$ cat config.mk
export PLATFORM = sky130hd
export DESIGN_NAME = rf_initiate_inventory_fastread_cmds
export DESIGN_NICKNAME = d
export VERILOG_FILES = /design/src/include/rf_init_pkg.sv /design/src/include/mask_if.sv /design/src/hdl/mask_matcher.sv /design/src/hdl/rf_initiate_inventory_fastread_cmds.sv
export SDC_FILE = /design/constraint.sdc
export NUM_CORES = 1
export LEC_CHECK = 0
export CORE_ASPECT_RATIO = 1.25
export CORE_MARGIN = 2
export CORE_UTILIZATION = 31
export DETAILED_ROUTE_END_ITERATION = 12
export DONT_BUFFER_PORTS = 1
export GPL_ROUTABILITY_DRIVEN = 0
export HOLD_SLACK_MARGIN = 0.05
export REMOVE_ABC_BUFFERS = 1
export SLEW_MARGIN = 20
export SYNTH_ARGS = -nofsm -noshare
export SYNTH_HDL_FRONTEND = slang
export SYNTH_HIERARCHICAL = 1
export SYNTH_SLANG_ARGS = --single-unit
$ cat constraint.sdc
create_clock -name sys_clk -period 4.8 [get_ports sys_clk]
set_clock_uncertainty 0.15 [all_clocks]
set_input_delay 0.24 -clock sys_clk [delete_from_list [all_inputs] [get_ports sys_clk]]
set_output_delay 0.24 -clock sys_clk [all_outputs]
set_load 0.01 [all_outputs]
$ cat src/include/rf_init_pkg.sv
package rf_init_pkg;

  // ----------------------------------------------------------------
  // command codes and request layout
  // ----------------------------------------------------------------
  localparam logic [7:0] CMD_FAST_INV = 8'hC1;
  localparam logic [7:0] CMD_INV = 8'hD1;
  localparam logic [7:0] CMD_FAST_INIT = 8'hC2;
  localparam logic [7:0] CMD_INIT = 8'hD2;
  localparam logic [7:0] CMD_FAST_RDM = 8'hC3;
  localparam logic [4:0] IDX_FLAGS = 5'h00;
  localparam logic [4:0] IDX_CMD = 5'h01;
  localparam logic [4:0] IDX_MFG = 5'h02;
  localparam logic [4:0] IDX_BODY = 5'h03;
  localparam logic [4:0] IDX_SAT = 5'h1F;
  localparam logic [4:0] UID_BYTES = 5'h08;
  localparam int FLG_SUBCAR = 0;
  localparam int FLG_INVENT = 2;
  localparam int FLG_SELECT = 4;
  localparam int FLG_ADDR = 5;
  localparam int FLG_FAMILY = 4;
  localparam int FLG_NBSLOT = 5;
  localparam int FLG_OPTION = 6;
  localparam logic [7:0] MASK_MAX_1SLOT = 8'h40;
  localparam logic [7:0] MASK_MAX_16SLOT = 8'h3C;

  // ----------------------------------------------------------------
  // responses and memory
  // ----------------------------------------------------------------
  localparam logic [7:0] RSP_FLAGS_OK = 8'h00;
  localparam logic [7:0] RSP_FLAGS_ERR = 8'h01;
  localparam logic [7:0] ERR_OPTION = 8'h03;
  localparam logic [7:0] ERR_GENERIC = 8'h0F;
  localparam logic [7:0] ERR_BLOCK = 8'h10;
  localparam logic [7:0] ERR_RDPROT = 8'h15;
  localparam logic [3:0] ID_LAST_POS = 4'h9;
  localparam logic [3:0] ERR_LAST_POS = 4'h1;
  localparam logic [8:0] NUM_BLOCKS = 9'h080;
  localparam int SECTOR_LSB = 5;
  localparam logic [2:0] UNIT_PLAIN = 3'h4;
  localparam logic [2:0] UNIT_STATUS = 3'h5;

  // ----------------------------------------------------------------
  // register port
  // ----------------------------------------------------------------
  localparam logic [3:0] REG_CTRL = 4'h0;
  localparam logic [3:0] REG_STATUS = 4'h1;
  localparam logic [3:0] REG_FMT = 4'h2;
  localparam logic [3:0] REG_FAMILY = 4'h3;
  localparam int CTRL_BUSY_BIT = 0;
  localparam logic [7:0] CTRL_RESET = 8'h01;
  localparam logic [7:0] FMT_RESET = 8'h00;
  localparam logic [7:0] FAMILY_RESET = 8'h00;

  typedef enum logic [2:0] {ST_IDLE, ST_RX, ST_SLOT, ST_FETCH, ST_GRAB, ST_SEND, ST_END} st_t;
  typedef enum logic [1:0] {RK_ID, RK_ERR, RK_READ} rk_t;

  function automatic logic is_fast(input logic [7:0] c);
    is_fast = (c == CMD_FAST_INV) || (c == CMD_FAST_INIT) || (c == CMD_FAST_RDM);
  endfunction

  function automatic logic is_ours(input logic [7:0] c);
    is_ours = is_fast(c) || (c == CMD_INV) || (c == CMD_INIT);
  endfunction

endpackage

$ cat src/include/mask_if.sv
`timescale 1ns/10ps
`default_nettype none

interface mask_if;
  logic [7:0] mask_len;
  logic [63:0] mask_val;
  logic [63:0] uid;
  logic match;
  logic [3:0] slot_no;
  modport matcher (input mask_len, input mask_val, input uid, output match, output slot_no);
  modport requester (output mask_len, output mask_val, output uid, input match, input slot_no);
endinterface

`default_nettype wire

$ cat src/hdl/mask_matcher.sv
`timescale 1ns/10ps
`default_nettype none

module mask_matcher (
  mask_if.matcher mi
);
  logic [63:0] hit;
  logic [63:0] shifted;

  // ----------------------------------------------------------------
  // per-bit compare of the low-order uid bits under the mask
  // ----------------------------------------------------------------
  for (genvar i = 0; i < 64; i++) begin : g_bit
    assign hit[i] = (8'(i) >= mi.mask_len) || (mi.uid[i] == mi.mask_val[i]);
  end

  assign mi.match = &hit;
  // slot is taken from the uid bits just above the mask
  assign shifted = mi.uid >> mi.mask_len;
  assign mi.slot_no = shifted[3:0];

endmodule // mask_matcher

`default_nettype wire

$ cat src/hdl/rf_initiate_inventory_fastread_cmds.sv
// What this block does
// - inventory-after-initiate silent unless latch set
// - subcarrier bit set on fast command: error
// - inventory request: flags, C1h/D1h, filter, mask
// - inventory flag required, anticollision sequence runs
// - fast commands answer at double rate
// - id response: flags, format id, uid
// - faulty inventory request gets no response
// - busy mode: pin low until response end
// - write-progress mode: pin stays released
// - busy low for initiate and block read
// - quick initiate sets latch, answers when ready
// - quick initiate non-addressed only, else silent
// - quick initiate: flags, C2h, maker, CRC
// - latch cleared only by power loss
// - block read: flags, C3h, uid, first, count
// - max 32 blocks, one sector, else error
// - per block: optional status byte, 32 bits
// - status: bit0 lock, top three zero
// - read errors 03h, 10h, 15h
`timescale 1ns/10ps
`default_nettype none

module rf_initiate_inventory_fastread_cmds
  import rf_init_pkg::*;
#(
  parameter logic [7:0] MFG_CODE = 8'h5A // arbitrary value
) (
  input wire logic sys_clk,
  input wire logic rst,
  input wire logic [3:0] reg_addr,
  input wire logic [7:0] reg_wdata,
  input wire logic reg_wr,
  input wire logic reg_rd,
  output logic [7:0] reg_rdata,
  input wire logic req_sof,
  input wire logic req_byte_valid,
  input wire logic [7:0] req_byte,
  input wire logic req_eof,
  input wire logic req_crc_ok,
  input wire logic slot_marker,
  input wire logic tag_ready,
  input wire logic [63:0] uid,
  output logic resp_valid,
  output logic [7:0] resp_data,
  output logic resp_last,
  output logic resp_fast,
  input wire logic resp_ready,
  input wire logic resp_done,
  output logic blk_rd,
  output logic [6:0] blk_addr,
  input wire logic [31:0] blk_data,
  input wire logic blk_rd_prot,
  input wire logic [4:0] sec_status,
  input wire logic rf_field,
  input wire logic rf_activity_pin_i,
  output logic rf_activity_pin_o,
  output logic rf_activity_pin_oe
);

  typedef struct packed {
    st_t st;
    rk_t kind;
    logic latch;
    logic busy;
    logic [7:0] flags;
    logic [7:0] cmd;
    logic mfg_ok;
    logic family_ok;
    logic uid_ok;
    logic [4:0] idx;
    logic [7:0] mask_len;
    logic [63:0] mask_val;
    logic [7:0] first;
    logic [7:0] count;
    logic [3:0] slot;
    logic [7:0] err;
    logic [3:0] pos;
    logic hdr;
    logic [2:0] ub;
    logic [6:0] blk;
    logic [4:0] left;
    logic [31:0] word;
    logic [7:0] secst;
    logic resp_valid;
    logic [7:0] resp_data;
    logic resp_last;
    logic resp_fast;
    logic blk_rd;
    logic act_o;
    logic act_oe;
    logic [7:0] ctrl;
    logic [7:0] fmt_id;
    logic [7:0] family;
    logic [7:0] rdata;
    logic [2:0] sync;
    logic field_ok;
  } state_t;

  state_t s_q;
  state_t s_d;
  mask_if mif ();

  mask_matcher u_match (
    .mi(mif)
  );

  // ----------------------------------------------------------------
  // request decode helpers
  // ----------------------------------------------------------------
  logic cmd_inv;
  logic cmd_init;
  logic cmd_read;
  logic fast;
  logic sub;
  logic slots16;
  logic [4:0] body;
  logic [4:0] mpos;
  logic [4:0] mpos_m1;
  logic [4:0] upos;
  logic [8:0] exp_inv;
  logic [8:0] last_blk;
  logic mask_ok;
  logic len_ok;
  logic common_ok;
  logic [2:0] unit;
  logic [2:0] ub_m1;
  logic [3:0] pos_m2;
  logic [7:0] rd_byte;

  assign cmd_inv = (s_q.cmd == CMD_INV) || (s_q.cmd == CMD_FAST_INV);
  assign cmd_init = (s_q.cmd == CMD_INIT) || (s_q.cmd == CMD_FAST_INIT);
  assign cmd_read = (s_q.cmd == CMD_FAST_RDM);
  assign fast = is_fast(s_q.cmd);
  assign sub = s_q.flags[FLG_SUBCAR];
  assign slots16 = !s_q.flags[FLG_NBSLOT];
  assign body = s_q.idx - IDX_BODY;
  assign mpos = body - {4'h0, s_q.flags[FLG_FAMILY]};
  assign mpos_m1 = mpos - 5'h01;
  assign upos = s_q.flags[FLG_ADDR] ? UID_BYTES : 5'h00;
  assign exp_inv = 9'(IDX_BODY) + 9'h001 + {8'h00, s_q.flags[FLG_FAMILY]} +
                   (({1'b0, s_q.mask_len} + 9'h007) >> 3);
  assign mask_ok = s_q.mask_len <= (slots16 ? MASK_MAX_16SLOT : MASK_MAX_1SLOT);
  assign last_blk = {1'b0, s_q.first} + {1'b0, s_q.count};
  assign unit = s_q.flags[FLG_OPTION] ? UNIT_STATUS : UNIT_PLAIN;
  assign ub_m1 = s_q.ub - 3'h1;
  assign pos_m2 = s_q.pos - 4'h2;

  always_comb begin
    len_ok = 1'b0;
    if (cmd_inv) begin
      len_ok = ({4'h0, s_q.idx} == exp_inv) && mask_ok;
    end else if (cmd_init) begin
      len_ok = (s_q.idx == IDX_BODY);
    end else if (cmd_read) begin
      len_ok = (s_q.idx == IDX_BODY + upos + 5'h02);
    end
  end

  assign common_ok = req_crc_ok && s_q.mfg_ok && len_ok;

  // status byte first when asked for, then data low byte first
  always_comb begin
    if (s_q.flags[FLG_OPTION]) begin
      rd_byte = (s_q.ub == 3'h0) ? s_q.secst : s_q.word[{ub_m1[1:0], 3'b000} +: 8];
    end else begin
      rd_byte = s_q.word[{s_q.ub[1:0], 3'b000} +: 8];
    end
  end

  assign mif.mask_len = s_q.mask_len;
  assign mif.mask_val = s_q.mask_val;
  assign mif.uid = uid;

  // ----------------------------------------------------------------
  // next state
  // ----------------------------------------------------------------
  always_comb begin
    s_d = s_q;
    s_d.rdata = 8'h00;
    s_d.blk_rd = 1'b0;
    // field detect: three stages, a change counts once the last two agree
    s_d.sync = {s_q.sync[1:0], rf_field};
    if (s_q.sync[2] == s_q.sync[1]) begin
      s_d.field_ok = s_q.sync[2];
    end
    if (reg_wr) begin
      unique case (reg_addr)
        REG_CTRL: s_d.ctrl = reg_wdata;
        REG_FMT: s_d.fmt_id = reg_wdata;
        REG_FAMILY: s_d.family = reg_wdata;
        default: ;
      endcase
    end
    if (reg_rd) begin
      unique case (reg_addr)
        REG_CTRL: s_d.rdata = s_q.ctrl;
        REG_STATUS: s_d.rdata = {5'h00, s_q.field_ok, s_q.busy, s_q.latch};
        REG_FMT: s_d.rdata = s_q.fmt_id;
        REG_FAMILY: s_d.rdata = s_q.family;
        default: s_d.rdata = 8'h00;
      endcase
    end
    if (req_sof) begin
      // a new frame also aborts a pending slot wait or response
      s_d.st = ST_RX;
      s_d.busy = 1'b1;
      s_d.idx = IDX_FLAGS;
      s_d.mfg_ok = 1'b0;
      s_d.family_ok = 1'b1;
      s_d.uid_ok = 1'b1;
      s_d.mask_len = 8'h00;
      s_d.mask_val = 64'h0000_0000_0000_0000;
      s_d.first = 8'h00;
      s_d.count = 8'h00;
      s_d.resp_valid = 1'b0;
      s_d.resp_last = 1'b0;
    end else begin
      unique case (s_q.st)
        ST_IDLE: ;
        ST_RX: begin
          if (req_byte_valid) begin
            if (s_q.idx != IDX_SAT) begin
              s_d.idx = s_q.idx + 5'h01;
            end
            if (s_q.idx == IDX_FLAGS) begin
              s_d.flags = req_byte;
            end else if (s_q.idx == IDX_CMD) begin
              s_d.cmd = req_byte;
              if (!is_ours(req_byte)) begin
                // another command handler owns the pin from here
                s_d.st = ST_IDLE;
                s_d.busy = 1'b0;
              end
            end else if (s_q.idx == IDX_MFG) begin
              s_d.mfg_ok = (req_byte == MFG_CODE);
            end else if (cmd_inv) begin
              if (s_q.flags[FLG_FAMILY] && body == 5'h00) begin
                s_d.family_ok = (req_byte == 8'h00) || (req_byte == s_q.family);
              end else if (mpos == 5'h00) begin
                s_d.mask_len = req_byte;
              end else if (mpos <= UID_BYTES) begin
                s_d.mask_val[{mpos_m1[2:0], 3'b000} +: 8] = req_byte;
              end
            end else if (cmd_read) begin
              if (body < upos) begin
                s_d.uid_ok = s_q.uid_ok && (req_byte == uid[{body[2:0], 3'b000} +: 8]);
              end else if (body == upos) begin
                s_d.first = req_byte;
              end else if (body == upos + 5'h01) begin
                s_d.count = req_byte;
              end
            end
          end else if (req_eof) begin
            // silence is the default outcome of any faulty request
            s_d.st = ST_IDLE;
            s_d.busy = 1'b0;
            s_d.kind = RK_ERR;
            s_d.pos = 4'h0;
            if (cmd_inv) begin
              if (common_ok && s_q.latch && s_q.flags[FLG_INVENT]) begin
                if (fast && sub) begin
                  s_d.st = ST_SEND;
                  s_d.busy = 1'b1;
                  s_d.err = ERR_GENERIC;
                end else if (s_q.family_ok && mif.match) begin
                  s_d.busy = 1'b1;
                  s_d.kind = RK_ID;
                  s_d.slot = 4'h0;
                  s_d.st = (slots16 && mif.slot_no != 4'h0) ? ST_SLOT : ST_SEND;
                end
              end
            end else if (cmd_init) begin
              if (common_ok && !s_q.flags[FLG_INVENT] && !s_q.flags[FLG_SELECT] &&
                  !s_q.flags[FLG_ADDR]) begin
                if (fast && sub) begin
                  s_d.err = ERR_GENERIC;
                end else begin
                  s_d.latch = 1'b1;
                  s_d.kind = RK_ID;
                end
                if (tag_ready) begin
                  s_d.st = ST_SEND;
                  s_d.busy = 1'b1;
                end
              end
            end else if (cmd_read && common_ok && s_q.uid_ok) begin
              s_d.st = ST_SEND;
              s_d.busy = 1'b1;
              if (sub) begin
                s_d.err = ERR_GENERIC;
              end else if (s_q.flags[FLG_INVENT]) begin
                s_d.err = ERR_OPTION;
              end else if (last_blk >= NUM_BLOCKS ||
                           s_q.first[7:SECTOR_LSB] != last_blk[7:SECTOR_LSB]) begin
                s_d.err = ERR_BLOCK;
              end else begin
                s_d.kind = RK_READ;
                s_d.st = ST_FETCH;
                s_d.blk_rd = 1'b1;
                s_d.blk = s_q.first[6:0];
                s_d.left = s_q.count[4:0];
                s_d.hdr = 1'b0;
              end
            end
          end
        end
        ST_SLOT: begin
          // in busy mode the pin stays low while the slot is missing; only a new frame or power loss ends it
          if (slot_marker) begin
            s_d.slot = s_q.slot + 4'h1;
            if (s_d.slot == mif.slot_no) begin
              s_d.st = ST_SEND;
            end
          end
        end
        ST_FETCH: s_d.st = ST_GRAB;
        ST_GRAB: begin
          s_d.word = blk_data;
          s_d.secst = {3'b000, sec_status};
          s_d.st = ST_SEND;
          s_d.ub = 3'h0;
          if (!s_q.hdr && blk_rd_prot) begin
            s_d.kind = RK_ERR;
            s_d.err = ERR_RDPROT;
            s_d.pos = 4'h0;
          end
        end
        ST_SEND: begin
          if (!s_q.resp_valid || resp_ready) begin
            if (s_q.resp_valid && s_q.resp_last) begin
              s_d.resp_valid = 1'b0;
              s_d.resp_last = 1'b0;
              s_d.st = ST_END;
            end else begin
              s_d.resp_valid = 1'b1;
              s_d.resp_fast = fast;
              s_d.resp_last = 1'b0;
              s_d.pos = s_q.pos + 4'h1;
              unique case (s_q.kind)
                RK_ID: begin
                  if (s_q.pos == 4'h0) begin
                    s_d.resp_data = RSP_FLAGS_OK;
                  end else if (s_q.pos == 4'h1) begin
                    s_d.resp_data = s_q.fmt_id;
                  end else begin
                    s_d.resp_data = uid[{pos_m2[2:0], 3'b000} +: 8];
                  end
                  s_d.resp_last = (s_q.pos == ID_LAST_POS);
                end
                RK_ERR: begin
                  s_d.resp_data = (s_q.pos == 4'h0) ? RSP_FLAGS_ERR : s_q.err;
                  s_d.resp_last = (s_q.pos == ERR_LAST_POS);
                end
                RK_READ: begin
                  if (!s_q.hdr) begin
                    s_d.resp_data = RSP_FLAGS_OK;
                    s_d.hdr = 1'b1;
                  end else if (s_q.ub == unit) begin
                    s_d.resp_valid = 1'b0;
                    s_d.st = ST_FETCH;
                    s_d.blk_rd = 1'b1;
                    s_d.blk = s_q.blk + 7'h01;
                    s_d.left = s_q.left - 5'h01;
                  end else begin
                    s_d.resp_data = rd_byte;
                    s_d.ub = s_q.ub + 3'h1;
                    s_d.resp_last = (s_q.ub == unit - 3'h1) && (s_q.left == 5'h00);
                  end
                end
                default: ;
              endcase
            end
          end
        end
        ST_END: begin
          if (resp_done) begin
            s_d.st = ST_IDLE;
            s_d.busy = 1'b0;
          end
        end
      endcase
    end
    if (!s_d.field_ok) begin
      s_d.st = ST_IDLE;
      s_d.latch = 1'b0;
      s_d.busy = 1'b0;
      s_d.resp_valid = 1'b0;
      s_d.resp_last = 1'b0;
      s_d.blk_rd = 1'b0;
    end
    // the pin is only ever pulled low, never driven high
    s_d.act_oe = s_d.ctrl[CTRL_BUSY_BIT] && s_d.busy;
  end

  always_ff @(posedge sys_clk) begin
    if (rst) begin
      s_q <= '0;
      s_q.ctrl <= CTRL_RESET;
      s_q.fmt_id <= FMT_RESET;
      s_q.family <= FAMILY_RESET;
    end else begin
      s_q <= s_d;
    end
  end

  assign reg_rdata = s_q.rdata;
  assign resp_valid = s_q.resp_valid;
  assign resp_data = s_q.resp_data;
  assign resp_last = s_q.resp_last;
  assign resp_fast = s_q.resp_fast;
  assign blk_rd = s_q.blk_rd;
  assign blk_addr = s_q.blk;
  assign rf_activity_pin_o = s_q.act_o;
  assign rf_activity_pin_oe = s_q.act_oe;

  logic eof_here;
  assign eof_here = (s_q.st == ST_RX) && req_eof && !req_sof;
endmodule // rf_initiate_inventory_fastread_cmds

`default_nettype wire

# Yosys cells after proc, flatten, opt, wreduce, memory -nomap -nowiden
# Cells that the tools add are included.
[totals]
inputBits = 136
reg_bits = 236
wordCells = 623
[op_classes]
n_addsub = 20
bitwise_logic = 13
reduce_logical = 154
n_mux = 169
n_eq_ne = 155
n_lt_le_gt_ge = 68
shift = 7
[ops]
columns = ["operator", "count"]
rows = [
  ["95-bit 2-to-1 mux", 3],
  ["88-bit 2-to-1 mux", 3],
  ["6-bit by 8-bit greater-or-equal comparator with 1-bit output (first input constant)", 32],
  ["8-bit 2-to-1 mux", 20],
  ["72-bit 2-to-1 mux", 2],
  ["12-bit 2-to-1 mux", 11],
  ["5-bit by 8-bit greater-or-equal comparator with 1-bit output (first input constant)", 16],
  ["64-bit 2-to-1 mux", 2],
  ["64-bit by 7-bit variable part select with 8-bit output", 2],
  ["8-bit == test (second input constant)", 10],
  ["1-bit logical OR", 75],
  ["1-bit == test", 65],
  ["64-bit bitwise mux", 1],
  ["4-bit by 8-bit greater-or-equal comparator with 1-bit output (first input constant)", 8],
  ["16-bit 2-to-1 mux", 4],
  ["64-bit AND reduction", 1],
  ["8-bit by 8-bit variable shift with 64-bit output (first input constant)", 1],
  ["32-bit by 6-bit variable part select with 8-bit output", 2],
  ["8-bit by 8-bit variable part select with 64-bit output", 1],
  ["64-bit by 8-bit right shift with 4-bit output", 1],
  ["7-bit 2-to-1 mux", 9],
  ["1-bit 2-to-1 mux", 53],
  ["17-bit 2-to-1 mux", 3],
  ["3-bit 2-to-1 mux", 17],
  ["other kinds (96)", 244],
]

# Logic depth before layout (Yosys ltp)
[logic_depth]
word_depth = 26
mapped_depth = 18
depth_no_buf = 13

# By module
# Netlist, hierarchy kept.
[modules_own_cells]
columns = ["module", "cells_per_inst", "instances", "seq_area_each_um2", "area_each_um2"]
rows = [
  ["rf_initiate_inventory_fastread_cmds", 1502, 1, 4684.5, 13496.7],
  ["mask_matcher", 474, 1, 0.0, 3334.4],
]

# Least setup slack after synthesis
# OpenSTA, ideal clock, no wires.
[synth_path]
path_kind = "reg-to-reg"
from = "reg s_q[210] (netlist name)"
to = "reg (tool-made name)"
path_stages_with_launch = 14
period_less_slack_ns = 4.374
setup_time_ns = 0.072
arrival_ns = 4.152
slack_ns = 0.426
cell_sequence = "dfxtp_1 buf_1 inv_1 ha_1 clkbuf_1 clkbuf_1 inv_1 ha_1 ha_1 or3_1 a21oi_2 o211ai_4 nor4_4 mux2i_1"
[synth_lines]
columns = ["item", "line", "text"]
rows = [
  ["from (decl)", "rf_initiate_inventory_fastread_cmds.sv:100", "state_t s_q;"],
]

# Worst setup path in the final report
[layout_path]
from = "reg s_q, in the netlist mif.mask_len[7]"
to = "reg s_q[234] (netlist name)"
[layout_lines]
columns = ["item", "line", "text"]
rows = [
  ["1-bit by 8-bit greater-or-equal comparator with 1-bit output (tied with other cells)", "mask_matcher.sv:14", "assign hit[i] = (8'(i) >= mi.mask_len) || (mi.uid[i] == mi.mask_val[i]);"],
  ["1-bit logical OR", "mask_matcher.sv:14", ""],
  ["64-bit AND reduction *", "mask_matcher.sv:17", "assign mi.match = &hit;"],
  ["named net mif.match", "mask_if.sv:8", "logic match;"],
  ["1-bit logical AND *", "rf_initiate_inventory_fastread_cmds.sv:266", "end else if (s_q.family_ok && mif.match) begin"],
  ["1-bit 2-to-1 mux *", "rf_initiate_inventory_fastread_cmds.sv:266", ""],
  ["1-bit 2-to-1 mux *", "rf_initiate_inventory_fastread_cmds.sv:262", "if (fast && sub) begin"],
  ["1-bit 2-to-1 mux *", "rf_initiate_inventory_fastread_cmds.sv:261", "if (common_ok && s_q.latch && s_q.flags[FLG_INVENT]) begin"],
  ["1-bit 2-to-1 mux *", "rf_initiate_inventory_fastread_cmds.sv:260", "if (cmd_inv) begin"],
  ["7-bit 2-to-1 mux *", "rf_initiate_inventory_fastread_cmds.sv:254", "end else if (req_eof) begin"],
  ["1-bit 2-to-1 mux *", "rf_initiate_inventory_fastread_cmds.sv:222", "if (req_byte_valid) begin"],
  ["1-bit case mux with 2 select lines *", "rf_initiate_inventory_fastread_cmds.sv:219", "unique case (s_q.st)"],
  ["1-bit 2-to-1 mux *", "rf_initiate_inventory_fastread_cmds.sv:204", "if (req_sof) begin"],
  ["1-bit 2-to-1 mux *", "rf_initiate_inventory_fastread_cmds.sv:384", "if (!s_d.field_ok) begin"],
]
# The timed path passes the listed nets; every way through them passes the cells marked *. The select of a mux whose other input is x is not followed.
# A chain may end at the register's enable or synchronous reset.

==> impl_metrics.tcl <==
set metrics [dict create \
    clockRootBuffer "clkbuf_16" \
    start_util_pct 31.3 \
    drtIter0Drc 1910 \
    firstDrtPassIters 6 \
    grt_use_total_pct 21.7 \
    clk_pin_slew_worst_paths_ns 0.06 \
    peakVddDrop_v 0.000250 \
    hold_class "in2reg" \
    timing.fmax_mhz 220 \
    placed_area_sq_mm 0.0173 \
    tritoncts "yes" \
    grt_antenna_before_repair 6 \
    synth_area_per_cell_sq_um 8.52 \
    core_sq_mm 0.0537 \
    io_buffers 0 \
    htreeDepth 1 \
    layout-drive-gt1-share_pct 10.7 \
    place_inst 2575 \
    wl_met1_microns 24200 \
    end_kind "register" \
    slew_viol_final 0 \
    fillCellCount 5530 \
    final_common_cell "dfxtp_1" \
    synthCells 1976 \
    highest_layer "met4" \
    cp_num_buf_inv 2 \
    cp_cell_sequence "nor4_4, a21oi_1, or4_1, nor4_1, nand4_1, nor4_2, buf_4, nand2_1, nand2_1, a31o_2, nand4_1, nand2_1, dlygate4sd3_1" \
    areaGrowthSynthToFinish_pct 13.6 \
    dieArea_sq_mm 0.0562 \
    tightestPinTransition_ns 1.03 \
    ios 165 \
    insertion_delay_ns 0.57 \
    grt_first_pass_wirelength_microns 94300 \
    synth_edf_count 0 \
    ys_warn_count 6 \
    ys.flop_type "dfxtp_1" \
    synthArstFlopShare_pct 0 \
    relSlewSlack_pct 31.3 \
    setup_viol_count_final 0 \
    die_x_microns 212 \
    ant_nets 0 \
    worst_ep_required_time_ns 5.16 \
    yosysSeqAreaShare_pct 27.8 \
    layout_common_cells "dfxtp_1 (230), nand2_1 (220), mux2i_1 (199)" \
    finalHoldViolCount 0 \
    finish.instance_area_sq_mm 0.0191 \
    ys_seq_elements 234 \
    crit_family "simple AND/OR/NAND/NOR gates" \
    hpwl_microns 43600 \
    power_density_mw_per_mm2 242 \
    drc 0 \
    via_per_inst 5.88 \
    fp.dieH_microns 265 \
    critPathLaunchType "register" \
    finalCritPeriodShare_pct 94.8 \
    critical_path.slowest_cell "nor4_4" \
    avgRoutedWirePerCell_microns 23.2 \
    arrival_ns 4.91 \
    grt_max_degree 118 \
    layout.nets 2129 \
    vias 15911 \
    clock_path_buffers 3 \
    fin_crit_ns 4.55 \
    clock_sinks 234 \
    critPathMaxFanout 25 \
    cap_violations 0 \
    num_rows 95 \
    synth.distinct_cells 100 \
    wl_met3_microns 6830 \
    power.leakage_nw 6.82 \
    synth.cell_area_sq_mm 0.0168 \
    overflow 0 \
    grt_pass1_vias 15389 \
    worst_path_largest_cell_delay_ns 0.76 \
    cp_common_cell "nand2_1" \
    grt_setup_unrepaired "false" \
    status "complete, no violations" \
    final_cells 2707 \
    wl_microns 62800 \
    path_class "reg2reg" \
    r2r_setup_slack_ns 0.25 \
    cts_buffers 30 \
    wl_met2_microns 28100 \
]
==> layout make-up <==
cell class	count	area (sq um)	share of cell area, %
repair buffers	111	1060	5.56
multi-input cells	1531	11200	58.6
clock inverters	15	190	0.995
diodes	4	10.0	0.0524
clock buffers	40	870	4.55
flip-flops and latches	234	4690	24.5
inverters	45	169	0.884
well taps	727	910	4.76
==> cells in the mapped netlist, drive strengths merged, types with 6 or more instances <==
master | instances | area [sq um]
dfxtp | 234 | 4680
nand2 | 221 | 830
mux2i | 199 | 1990
nor2 | 174 | 656
a21oi | 147 | 758
clkbuf | 86 | 323
buf | 80 | 475
nand3 | 75 | 388
xnor2 | 72 | 638
o21ai | 67 | 335
mux4 | 65 | 1460
nor3 | 50 | 255
inv | 44 | 165
ha | 39 | 488
xor2 | 39 | 342
a211oi | 28 | 223
o211ai | 25 | 201
a31oi | 24 | 150
nor4 | 22 | 168
nor2b | 21 | 131
nand4 | 20 | 138
and2 | 17 | 106
a221oi | 14 | 129
or3 | 14 | 87.6
nand2b | 12 | 75.1
or2 | 12 | 75.1
and3 | 11 | 70.1
o31ai | 11 | 87.6
a22oi | 9 | 67.6
nand3b | 9 | 67.6
nor3b | 9 | 87.6
mux2 | 8 | 90.1
nor4b | 8 | 91.3
or4 | 7 | 52.6
a21o | 6 | 45.0
o22ai | 6 | 43.8
==> metal layers <==
metal,global-route usage [%],vias to the layer above
li1,-,7172
met1,26.7,7571
met2,35.1,926
met3,6.03,242
met4,9.98,0
met5,0,-
==> tightest hold or removal path, cell delays in order <==
cell and delay, ns:
nand3_1 0.06, nor2_1 0.21, mux2i_1 0.18, nor2_1 0.08
==> logic make-up (layout without fill, tap and decap cells) <==
kind of cell | count (synthesis) | after routing | synth area share (%)
AO/OA/AOI/OAI | 401 | 401 | 15.5
XOR/XNOR | 112 | 112 | 5.95
adder cells (fa/ha/maj) | 44 | 44 | 3.26
buffers and inverters | 211 | 211 | 5.75
flip-flops | 234 | 234 | 27.8
multiplexers | 272 | 272 | 21.1
other | 1 | 5 | 0.0223
AND/OR/NAND/NOR | 701 | 701 | 20.6
==> where the power goes <==
| group | switching, mW | internal [mW] | total [mW] |
|---|---|---|---|
| sequential | 0.00356 | 1.95 | 1.95 |
| combinational | 0.163 | 0.134 | 0.297 |
| clock | 0.905 | 1.48 | 2.39 |
| total | 1.07 | 3.56 | 4.63 |
==> per-stage QoR <==
stage | hold WS [ns] | setup TNS [ns] | total power [mW] | worst slack (ns) | util, %
2_1_floorplan | 0.156 | -2.89 | 2.14 | -0.755 | -
3_3_place_gp | 0.200 | 0 | 2.18 | 0.479 | 32.1
3_5_place_dp | 0.203 | 0 | 2.19 | 0.403 | 32.1
4_1_cts | 0.0594 | 0 | 4.68 | 0.193 | 35.5
5_1_grt | 0.114 | 0 | 4.78 | 0.106 | 35.6
6_report | 0.0904 | 0 | 4.63 | 0.252 | 35.6
==> final timing paths <==
kind / startpoint / to / depth (start not counted)
hold reg to reg: s_d[2]$_SDFF_PP0_ / s_d[3]$_SDFF_PP0_ / 1
setup reg to reg: mif.mask_len[7]$_SDFFE_PP0P_ / s_q[234]$_SDFF_PP0_ / 13
setup / recovery: mif.mask_len[7]$_SDFFE_PP0P_ / s_q[234]$_SDFF_PP0_ / 13
hold / removal: reg_wr / s_q[23]$_SDFFE_PP0P_ / 4
==> what timing repair did <==
action / 4_1_cts / 5_1_grt
setup buffers: 0 / 1
hold buffers: 72 / 0
resized for setup: 0 / 2
setup endpoints to repair: 0 / 2
endpoints found under the hold margin: 233 / 0
No activity file was read; power rests on OpenSTA's default activity.
